### src/design/pcg_clock_gate_map.vh
`ifndef PCG_CLOCK_GATE_MAP_VH
`define PCG_CLOCK_GATE_MAP_VH

// ----------------------------------------------------------------------
// Register indices (byte address on the bus is four times the index)
// ----------------------------------------------------------------------
`define PCG_IDX_TIMER       12'hf74
`define PCG_IDX_SERIAL      12'hf75
`define PCG_IDX_CALENDAR    12'hf76
`define PCG_IDX_EXTIRQ      12'hf77
`define PCG_IDX_RUN_BASE    12'hf78
`define PCG_REG_COUNT       4

// ----------------------------------------------------------------------
// Reset values
// ----------------------------------------------------------------------
`define PCG_RST_GATE        8'h00
`define PCG_RST_RDATA       32'h00000000

// ----------------------------------------------------------------------
// Field positions
// ----------------------------------------------------------------------
`define PCG_BIT_TIMER_PAIR_B   5
`define PCG_BIT_TIMER_PAIR_A   4
`define PCG_BIT_WIDE_TIMER1    1
`define PCG_BIT_WIDE_TIMER0    0
`define PCG_BIT_I2C_PORT       4
`define PCG_BIT_ASYNC_SERIAL1  1
`define PCG_BIT_ASYNC_SERIAL0  0
`define PCG_BIT_CALENDAR       4
`define PCG_BIT_SYNC_SERIAL0   0
`define PCG_BIT_EXT_IRQ_TOP    5
`define PCG_BIT_EXT_IRQ_LOW    0

// ----------------------------------------------------------------------
// Gate slot count (15 peripherals plus spare slot 6)
// ----------------------------------------------------------------------
`define PCG_NUM_PERIPH      16

`endif

### src/design/pcg_base_clock.v
`timescale 1ns/1ps

// ----------------------------------------------------------------------
// Basic clock phase: half the system clock rate, shared by all gates
// ----------------------------------------------------------------------
module pcg_base_clock (
  input  wire clock,
  input  wire reset,
  output wire phaseNxt,
  output wire phase
);

  reg phase_r;

  // Common phase keeps all peripheral clocks aligned to each other
  assign phaseNxt = ~phase_r;
  assign phase    = phase_r;

  always @(posedge clock or posedge reset) begin
    if (reset) begin
      phase_r <= 1'b0;
    end else begin
      phase_r <= phaseNxt;
    end
  end

endmodule // pcg_base_clock

### src/design/pcg_gate_cell.v
`timescale 1ns/1ps

// ----------------------------------------------------------------------
// Glitch-free gate for one peripheral basic clock
// ----------------------------------------------------------------------
module pcg_gate_cell (
  input  wire clock,
  input  wire reset,
  input  wire enable,
  input  wire phaseNxt,
  output wire gatedClk,
  output wire running
);

  reg  armed_r;
  reg  gatedClk_r;
  wire armed_nxt;
  wire gatedClk_nxt;

  // Enable is only taken while the next phase is low, so a high pulse
  // is never cut short or started half way
  assign armed_nxt    = phaseNxt ? armed_r : enable;
  assign gatedClk_nxt = phaseNxt & armed_nxt;
  assign gatedClk     = gatedClk_r;
  assign running      = armed_r;

  always @(posedge clock or posedge reset) begin
    if (reset) begin
      armed_r    <= 1'b0;
      gatedClk_r <= 1'b0;
    end else begin
      armed_r    <= armed_nxt;
      gatedClk_r <= gatedClk_nxt;
    end
  end

endmodule // pcg_gate_cell

### src/design/pcg_peripheral_clock_gating.v
`timescale 1ns/1ps
`include "pcg_clock_gate_map.vh"

module pcg_peripheral_clock_gating (
  input  wire        clock,
  input  wire        reset,
  input  wire [11:0] address,
  input  wire        read,
  input  wire        write,
  input  wire [31:0] writedata,
  input  wire [3:0]  byteenable,
  output wire [31:0] readdata,
  output wire        waitrequest,
  output wire        timerPairBClk,
  output wire        timerPairAClk,
  output wire        wideTimer1Clk,
  output wire        wideTimer0Clk,
  output wire        i2cPortClk,
  output wire        asyncSerial1Clk,
  output wire        asyncSerial0Clk,
  output wire        calendarClk,
  output wire        syncSerial0Clk,
  output wire        extIrq5Clk,
  output wire        extIrq4Clk,
  output wire        extIrq3Clk,
  output wire        extIrq2Clk,
  output wire        extIrq1Clk,
  output wire        extIrq0Clk
);

  // --------------------------------------------------------------------
  // Declarations
  // --------------------------------------------------------------------
  reg  [7:0]  gateReg_r [0:`PCG_REG_COUNT-1];
  reg  [31:0] readdata_r;
  reg  [31:0] readdata_nxt;
  reg         waitReq_r;
  wire        request;
  wire        commit;
  wire [11:0] gateOff;
  wire [11:0] runOff;
  wire        gateHit;
  wire        runHit;
  wire [1:0]  gateIdx;
  wire [1:0]  runIdx;
  wire [15:0] enVec;
  wire [15:0] clkVec;
  wire [15:0] runVec;
  wire [7:0]  runReg [0:`PCG_REG_COUNT-1];
  wire        phaseNxt;
  integer     i;

  // --------------------------------------------------------------------
  // Avalon-MM slave: one wait cycle, then the transfer completes
  // --------------------------------------------------------------------
  assign request     = read | write;
  assign commit      = request & ~waitReq_r;
  assign waitrequest = waitReq_r;
  assign readdata    = readdata_r;

  assign gateOff = address - `PCG_IDX_TIMER;
  assign runOff  = address - `PCG_IDX_RUN_BASE;
  assign gateHit = (address >= `PCG_IDX_TIMER) && (address <= `PCG_IDX_EXTIRQ);
  assign runHit  = (address >= `PCG_IDX_RUN_BASE) &&
                   (runOff < `PCG_REG_COUNT);
  assign gateIdx = gateOff[1:0];
  assign runIdx  = runOff[1:0];

  always @(posedge clock or posedge reset) begin
    if (reset) begin
      waitReq_r <= 1'b1;
    end else if (request && waitReq_r) begin
      waitReq_r <= 1'b0;
    end else begin
      waitReq_r <= 1'b1;
    end
  end

  // Read data is captured in the wait cycle and held through completion;
  // unmapped addresses read as zero and ignore writes
  always @* begin
    readdata_nxt = `PCG_RST_RDATA;
    if (gateHit) begin
      readdata_nxt[7:0] = gateReg_r[gateIdx];
    end else if (runHit) begin
      readdata_nxt[7:0] = runReg[runIdx];
    end
  end

  always @(posedge clock or posedge reset) begin
    if (reset) begin
      readdata_r <= `PCG_RST_RDATA;
    end else if (read && waitReq_r) begin
      readdata_r <= readdata_nxt;
    end
  end

  // --------------------------------------------------------------------
  // Gating registers, all bits read/write
  // --------------------------------------------------------------------
  // Write lands on the completion edge, so the gate cannot move before
  // the master sees the transfer finish
  always @(posedge clock or posedge reset) begin
    if (reset) begin
      for (i = 0; i < `PCG_REG_COUNT; i = i + 1) begin
        gateReg_r[i] <= `PCG_RST_GATE;
      end
    end else if (commit && write && gateHit && byteenable[0]) begin
      gateReg_r[gateIdx] <= writedata[7:0];
    end
  end

  // --------------------------------------------------------------------
  // Enable vector: one bit per gated peripheral
  // --------------------------------------------------------------------
  assign enVec[15] = gateReg_r[0][`PCG_BIT_TIMER_PAIR_B];
  assign enVec[14] = gateReg_r[0][`PCG_BIT_TIMER_PAIR_A];
  assign enVec[13] = gateReg_r[0][`PCG_BIT_WIDE_TIMER1];
  assign enVec[12] = gateReg_r[0][`PCG_BIT_WIDE_TIMER0];
  assign enVec[11] = gateReg_r[1][`PCG_BIT_I2C_PORT];
  assign enVec[10] = gateReg_r[1][`PCG_BIT_ASYNC_SERIAL1];
  assign enVec[9]  = gateReg_r[1][`PCG_BIT_ASYNC_SERIAL0];
  assign enVec[8]  = gateReg_r[2][`PCG_BIT_CALENDAR];
  assign enVec[7]  = gateReg_r[2][`PCG_BIT_SYNC_SERIAL0];
  assign enVec[6]  = 1'b0;
  assign enVec[5:0] = gateReg_r[3][`PCG_BIT_EXT_IRQ_TOP:`PCG_BIT_EXT_IRQ_LOW];

  // --------------------------------------------------------------------
  // Running state readback, same bit layout as the gating registers
  // --------------------------------------------------------------------
  assign runReg[0] = {2'b00, runVec[15], runVec[14], 2'b00, runVec[13], runVec[12]};
  assign runReg[1] = {3'b000, runVec[11], 2'b00, runVec[10], runVec[9]};
  assign runReg[2] = {3'b000, runVec[8], 3'b000, runVec[7]};
  assign runReg[3] = {2'b00, runVec[5:0]};

  // --------------------------------------------------------------------
  // Basic clock and per-peripheral gates
  // --------------------------------------------------------------------
  pcg_base_clock u_base (
    .clock    (clock),
    .reset    (reset),
    .phaseNxt (phaseNxt),
    .phase    ()
  );

  // Slot 6 is a spare with its enable tied off; it keeps the loop uniform
  genvar g;
  generate
    for (g = 0; g < `PCG_NUM_PERIPH; g = g + 1) begin : gate
      pcg_gate_cell u_cell (
        .clock    (clock),
        .reset    (reset),
        .enable   (enVec[g]),
        .phaseNxt (phaseNxt),
        .gatedClk (clkVec[g]),
        .running  (runVec[g])
      );
    end
  endgenerate

  // --------------------------------------------------------------------
  // Named peripheral clocks
  // --------------------------------------------------------------------
  assign timerPairBClk   = clkVec[15];
  assign timerPairAClk   = clkVec[14];
  assign wideTimer1Clk   = clkVec[13];
  assign wideTimer0Clk   = clkVec[12];
  assign i2cPortClk      = clkVec[11];
  assign asyncSerial1Clk = clkVec[10];
  assign asyncSerial0Clk = clkVec[9];
  assign calendarClk     = clkVec[8];
  assign syncSerial0Clk  = clkVec[7];
  assign extIrq5Clk      = clkVec[5];
  assign extIrq4Clk      = clkVec[4];
  assign extIrq3Clk      = clkVec[3];
  assign extIrq2Clk      = clkVec[2];
  assign extIrq1Clk      = clkVec[1];
  assign extIrq0Clk      = clkVec[0];

endmodule // pcg_peripheral_clock_gating

### config.mk
export PLATFORM = sky130hd
export DESIGN_NAME = pcg_peripheral_clock_gating
export DESIGN_NICKNAME = d
export VERILOG_FILES = /design/src/design/pcg_base_clock.v /design/src/design/pcg_gate_cell.v /design/src/design/pcg_peripheral_clock_gating.v
export VERILOG_INCLUDE_DIRS = /design/src /design/src/design
export SDC_FILE = /design/constraint.sdc
export NUM_CORES = 1
export LEC_CHECK = 0
export ABC_AREA = 1
export ABC_CLOCK_PERIOD_IN_PS = 3300
export BUFFER_PORTS_ARGS = -buffer_cell sky130_fd_sc_hd__clkbuf_2
export CAP_MARGIN = 20
export CORE_MARGIN = 4
export CORE_UTILIZATION = 56
export CTS_CLUSTER_SIZE = 10
export DETAILED_ROUTE_END_ITERATION = 12
export MAX_ROUTING_LAYER = met4
export PLACE_DENSITY = 0.85
export SYNTH_ARGS = -nofsm -noshare
export SYNTH_HDL_FRONTEND = slang
export SYNTH_SLANG_ARGS = --single-unit
### constraint.sdc
create_clock -name clock -period 3.3 [get_ports clock]
set_input_delay 0.495 -clock clock [delete_from_list [all_inputs] [get_ports clock]]
set_output_delay 0.495 -clock clock [all_outputs]
set_load 0.005 [all_outputs]
==> After elaboration in Yosys (flattened, before gate mapping) <==
Cells that the tools add are included.
{ "op_classes": {"n_addsub": 2, "order_cmp": 7, "n_mux": 27, "bitwise": 21, "n_reduce_logical": 8} }
{ "ops": {"columns": ["op", "count"], "rows": [
  ["two-way mux 8 bit", 7],
  ["binary-select mux 8 bit (select 2 bit)", 2],
  ["bitwise mux 32 bit", 1],
  [">= comparator 12 bit, second input constant", 2],
  ["bitwise AND 1 bit", 16],
  ["demux 8 bit (select 2 bit)", 1],
  ["two-way mux 1 bit", 16],
  ["<= comparator 12 bit, second input constant", 1],
  ["< comparator 12 x 3 -> 1 bit, second input constant", 1],
  ["subtractor 12 bit, second input constant", 1],
  ["logical AND 1 bit", 8],
  [">= comparator 3 bit, second input constant", 2],
  ["NOT 2 -> 3 bit", 2],
  ["< comparator 3 x 1 -> 1 bit, second input constant", 1],
  ["NOT 1 bit", 2],
  ["subtractor 2 x 1 -> 2 bit, second input constant", 1],
  ["OR 1 bit", 1]
]} }
{ "word_totals": {"register_bits": 72, "input_bits": 52, "out_inout_bits": 48, "elab_cells": 102} }

==> Longest topological paths before layout <==
{ "depth": {"depth_word": 7, "depth_mapped": 11, "ltp_nobuf": 11} }

==> Modules after synthesis <==
A second synthesis with hierarchy kept.
{ "unflattened": {"cells_unflattened": 454, "hier_area_um2": 3584.7} }
{ "by_module_without_submodules": {"columns": ["mod", "instances", "cells_per_inst", "area_per_inst_um2", "seq_area_each_um2"], "rows": [
  ["pcg_peripheral_clock_gating", 1, 331, 2463.6, 1027.2],
  ["pcg_gate_cell", 15, 8, 72.6, 50.0],
  ["pcg_base_clock", 1, 3, 32.5, 25.0]
]} }

==> Worst setup path after synthesis <==
Ideal clock, no wire load.
{ "synth_timing": {"path_kind": "input port to flip-flop", "from": "input address[3]", "to": "register readdata_r[0], in the netlist readdata[0]", "setup_time_ns": 0.065, "arrival_ns": 1.496, "required_time_ns": 3.235, "path_slack_ns": 1.739, "path_stages": 8, "path_buffers": 0, "path_cell_list": "ha_1 -> nor3b_1 -> nand2_1 -> nor2_1 -> nand3_1 -> nand2_1 -> nand2_1 -> nand2_1"} }
{ "synth_between": {"elab_chain_cells": 5, "word_cells_on_any_way": 9, "classes_between": "add/sub: 1; order compare: 4; mux: 2; reduce/logical: 2"} }
{ "synth_rtl": {"columns": ["item", "line_no", "source"], "rows": [
  ["start, declared", "pcg_peripheral_clock_gating.v:7", "input wire [11:0] address,"],
  ["subtractor 12 bit (no line)", null, null],
  ["< comparator 12 x 3 -> 1 bit (no line)", null, null],
  ["logical AND 1 bit", "pcg_peripheral_clock_gating.v:64", "assign runHit = (address >= `PCG_IDX_RUN_BASE) &&"],
  ["two-way mux 8 bit", "pcg_peripheral_clock_gating.v:85", "end else if (runHit) begin"],
  ["two-way mux 8 bit (*)", "pcg_peripheral_clock_gating.v:83", "if (gateHit) begin"],
  ["end signal, assigned", "pcg_peripheral_clock_gating.v:92", "readdata_r <= `PCG_RST_RDATA;"],
  ["end signal, assigned", "pcg_peripheral_clock_gating.v:94", "readdata_r <= readdata_nxt;"],
  ["end, declared", "pcg_peripheral_clock_gating.v:35", "reg [31:0] readdata_r;"]
]} }
Every way passes the cells marked *; elsewhere a longest branch is shown, timed or not.
A chain may end at the register's enable or synchronous reset.

==> Worst setup path after layout <==
{ "layout_timing": {"from": "input address[8]", "to": "register gateReg_r[26] (netlist bit)"} }
{ "layout_between": {"elab_chain_cells": 4, "word_cells_on_any_way": 5, "classes_between": "order compare: 2; reduce/logical: 3"} }
{ "layout_rtl": {"columns": ["item", "line_no", "source"], "rows": [
  [">= comparator 12 bit (no line) or <= comparator 12 bit (tied branches)", null, null],
  ["logical AND 1 bit (*)", "pcg_peripheral_clock_gating.v:63", "assign gateHit = (address >= `PCG_IDX_TIMER) && (address <= `PCG_IDX_EXTIRQ);"],
  ["logical AND 1 bit (*) (2 in a row)", "pcg_peripheral_clock_gating.v:108", "end else if (commit && write && gateHit && byteenable[0]) begin"],
  ["end signal, assigned by index", "pcg_peripheral_clock_gating.v:106", "gateReg_r[i] <= `PCG_RST_GATE;"],
  ["end signal, assigned by index", "pcg_peripheral_clock_gating.v:109", "gateReg_r[gateIdx] <= writedata[7:0];"],
  ["end, declared", "pcg_peripheral_clock_gating.v:34", "reg [7:0] gateReg_r [0:`PCG_REG_COUNT-1];"]
]} }
Marked as above.

==> reports/qor.yml <==
min_path:
  hp-class: "primary input to asynchronous set/reset pin"
critical_path:
  critPathBufInv: 1
  cp_max_fo: 32
  endpoint_kind: "register"
  r2r-end: "gateReg_r[26]"
  arrival_ps: 2200
  crit_family: "simple AND/OR/NAND/NOR gates"
  ff2ff_path_depth: 4
  cpMostUsedCell: "nand2_1"
  path_class: "primary input to register"
  r2r-start: "waitrequest"
  cp-start-kind: "primary input"
  crit_chain: "clkbuf_2, nand2_1, nor2_1, nand3_1, nand2_2, nand4_2, o21bai_1, nand2_1"
  cp_slowest_stage_delay_ps: 650
  timing.critical_path.required_ps: 3520
  crit_slowest_cell: "nand4_2"
  reg2reg_slack_ps: 1330
grt:
  antenna_found_initial: 0
  grt_max_degree: 53
  grt_pass1_wl_um: 13100
  gr-usage-met3_pct: 3.95
  use_met2_pct: 36.0
  grt_pass1_vias: 2762
  grt_usage_pct: 22.6
  met1_usage_pct: 29.1
  gr-max-usage-layer: "met2"
  overflow: 0
timing:
  finalWorstSetupSlack_ps: 1320
  skew_ps: 5.86
  rsz0062_at_grt: "false"
  timing.setup.tns_ps: 0
  fmax_mhz: 505
  min_period_over_period_pct: 60.0
  finalMaxSlewViolations: 0
  tightest_slew_ps: 859
  setup_viol: 0
  period_needed_ps: 1980
  slew_headroom_pct: 42.6
  finalHoldViolCount: 0
clock_network:
  cts_made_buffers: 9
  cts_resized: 0
  cts_setup_buffers: 0
  cts_buffer_depth: 2
  ctsHtreeMaxLevel: 3
  clk-insertion-delay-late_ps: 340
  cts_sinks: 72
  clockRootBuffer: "clkbuf_8"
  tritoncts: "built"
  path_clk_slew_ps: 80
  cts_hold_buf: 0
synthesis:
  syn-cell-area_um2: 3590
  netlist_instances: 423
  synth-seq-cells: 72
  synth_seq_area_share_pct: 50.3
  synth_cell_types: 30
  synth-warning-count: 0
  syn_area_per_cell_um2: 8.48
power_and_ir_drop:
  leakage_nw: 2.09
  p_sw_share_pct: 26.7
  combPwrFrac_pct: 10.6
  pwr-share-seq_pct: 51.5
  switchingPower_mw: 0.489
  intPower_mw: 1.34
  p_per_area_nw_per_um2: 459
  clockPowerShare_pct: 37.9
  peakVddDrop_v: 0.000254
  finalPower_mw: 1.83
floorplanning:
  row_count: 28
  initial_core_util_pct: 59.2
  placeableCoreArea_um2: 6060
  ios: 100
  fp.dieH_um: 88.0
  dieArea_um2: 7750
  die_w_um: 88.0
detailed_routing:
  first_iter_violations: 192
  drc: 0
  drtPass1Iterations: 4
  via_per_inst: 5.23
  ant_nets: 0
  drt-wirelength-per-cell_um: 14.3
  vias: 2879
  drt_wl_total_um: 7860
finish:
  syn_to_final_growth_pct: 11.3
  most-common-layout-cells: "nand2_1 (102), dfrtp_1 (71), inv_1 (59)"
  design_area_um2: 3990
  final_common_cell: "nand2_1"
  diodes: 0
  drive_gt1_share_pct: 16.8
  layout.nets: 524
placement:
  dp_slack_ps: 952
  place_congestion: 0.935
  portBuffers: 48
  dpl.hpwl_um: 5460
  post_dp_cell_area_um2: 3770
run:
  max_cap_viol_count: 0
status:
  outcome: "completed"
-- flip-flops by register name, summed over array words and instances, names as in the netlist --
| signal | count |
|---|---|
| readdata | 8 |
| gate.u_cell.gatedClk | 15 |
| gate.u_cell.running | 15 |
| u_base.phase | 1 |
| enVec | 15 |
| waitrequest | 1 |
| gateReg_r | 17 |
-- logic make-up after synthesis --
group	after synthesis	share of synthesized area, %
other cells	1	0.105
buf+inv	102	14.1
compound gates	67	13.6
simple gates	179	21.3
flops	72	50.3
xor+xnor	1	0.244
fa+ha+maj	1	0.349
-- stage by stage --
| stage | hold WS (ps) | cells | utilization (%) |
|---|---|---|---|
| global route | 154 | 551 | 65.9 |
| finish | 123 | 551 | 65.9 |
| detailed placement | 471 | 534 | 62.3 |
| CTS | 307 | 550 | 65.5 |
| floorplan | 461 | 446 | - |
| global placement | 462 | 534 | 62.3 |
-- synthesized netlist by cell type --
library cell	count	area share, %
buf_6	3	0.94
nand2_1	102	11
o211ai_1	1	0.21
buf_1	2	0.21
nor2_1	26	2.7
or2_2	1	0.17
nor2_2	1	0.17
nand3_2	1	0.28
buf_2	9	1.3
xnor2_1	1	0.24
nor3b_1	1	0.21
o21ai_0	3	0.42
o22ai_1	1	0.17
dfrtp_1	71	50
a22oi_1	4	0.84
o21bai_1	47	9.8
nand4_1	1	0.17
nand2_2	2	0.35
nand4_2	1	0.35
nand3_1	42	5.9
dfstp_2	1	0.73
clkinv_1	1	0.10
ha_1	1	0.35
nor2_4	1	0.31
conb_1	1	0.10
clkbuf_1	3	0.31
inv_1	60	6.3
buf_4	24	5.0
a21oi_1	5	0.70
o2111ai_1	6	1.5
-- routing by layer --
| layer | up-vias | share of wire, % | routed length (µm) |
|---|---|---|---|
| li1 | 1389 | - | - |
| met2 | 121 | 48 | 3770 |
| met5 | - | 0 | 0 |
| met4 | 0 | 1.6 | 129 |
| met3 | 14 | 7.7 | 608 |
| met1 | 1355 | 43 | 3350 |
-- power groups by stage --
stage | Combinational (mW) | Sequential [mW] | Clock (mW)
after global routing | 0.222 | 0.947 | 0.734
after floorplan | 0.138 | 0.958 | 0
final | 0.194 | 0.942 | 0.694
after detailed placement | 0.191 | 0.960 | 0
after global placement | 0.185 | 0.957 | 0
after CTS | 0.192 | 0.943 | 0.696
-- worst register-to-register path, delay by kind of cell, from the launching register on --
family	cells	cell delay, ps
AOI/OAI and AO/OA	1	420
and+or+nand+nor	3	1040
DFF	1	390
-- worst max-delay path by stage --
stage	start	to	slack, ps	cells past startpoint
floorplan	reset	enVec[0]	980	1
global placement	address[8]	enVec[4]	1050	8
detailed placement	address[8]	enVec[8]	950	8
CTS	address[8]	enVec[8]	1320	8
global route	address[8]	enVec[15]	1040	8
finish	address[8]	gateReg_r[26]	1320	8
-- area by class of cell --
type                            count  area (µm²)
Clock buffer                        9         124
Clock inverter                      7        72.6
Fill cell                         485        2070
Inverter                           61         229
Multi-Input combinational cell    272        1360
Sequential cell                    72        1800
Tap cell                           75        93.8
Timing Repair Buffer               55         305
No activity file was read; power rests on OpenSTA's default activity.
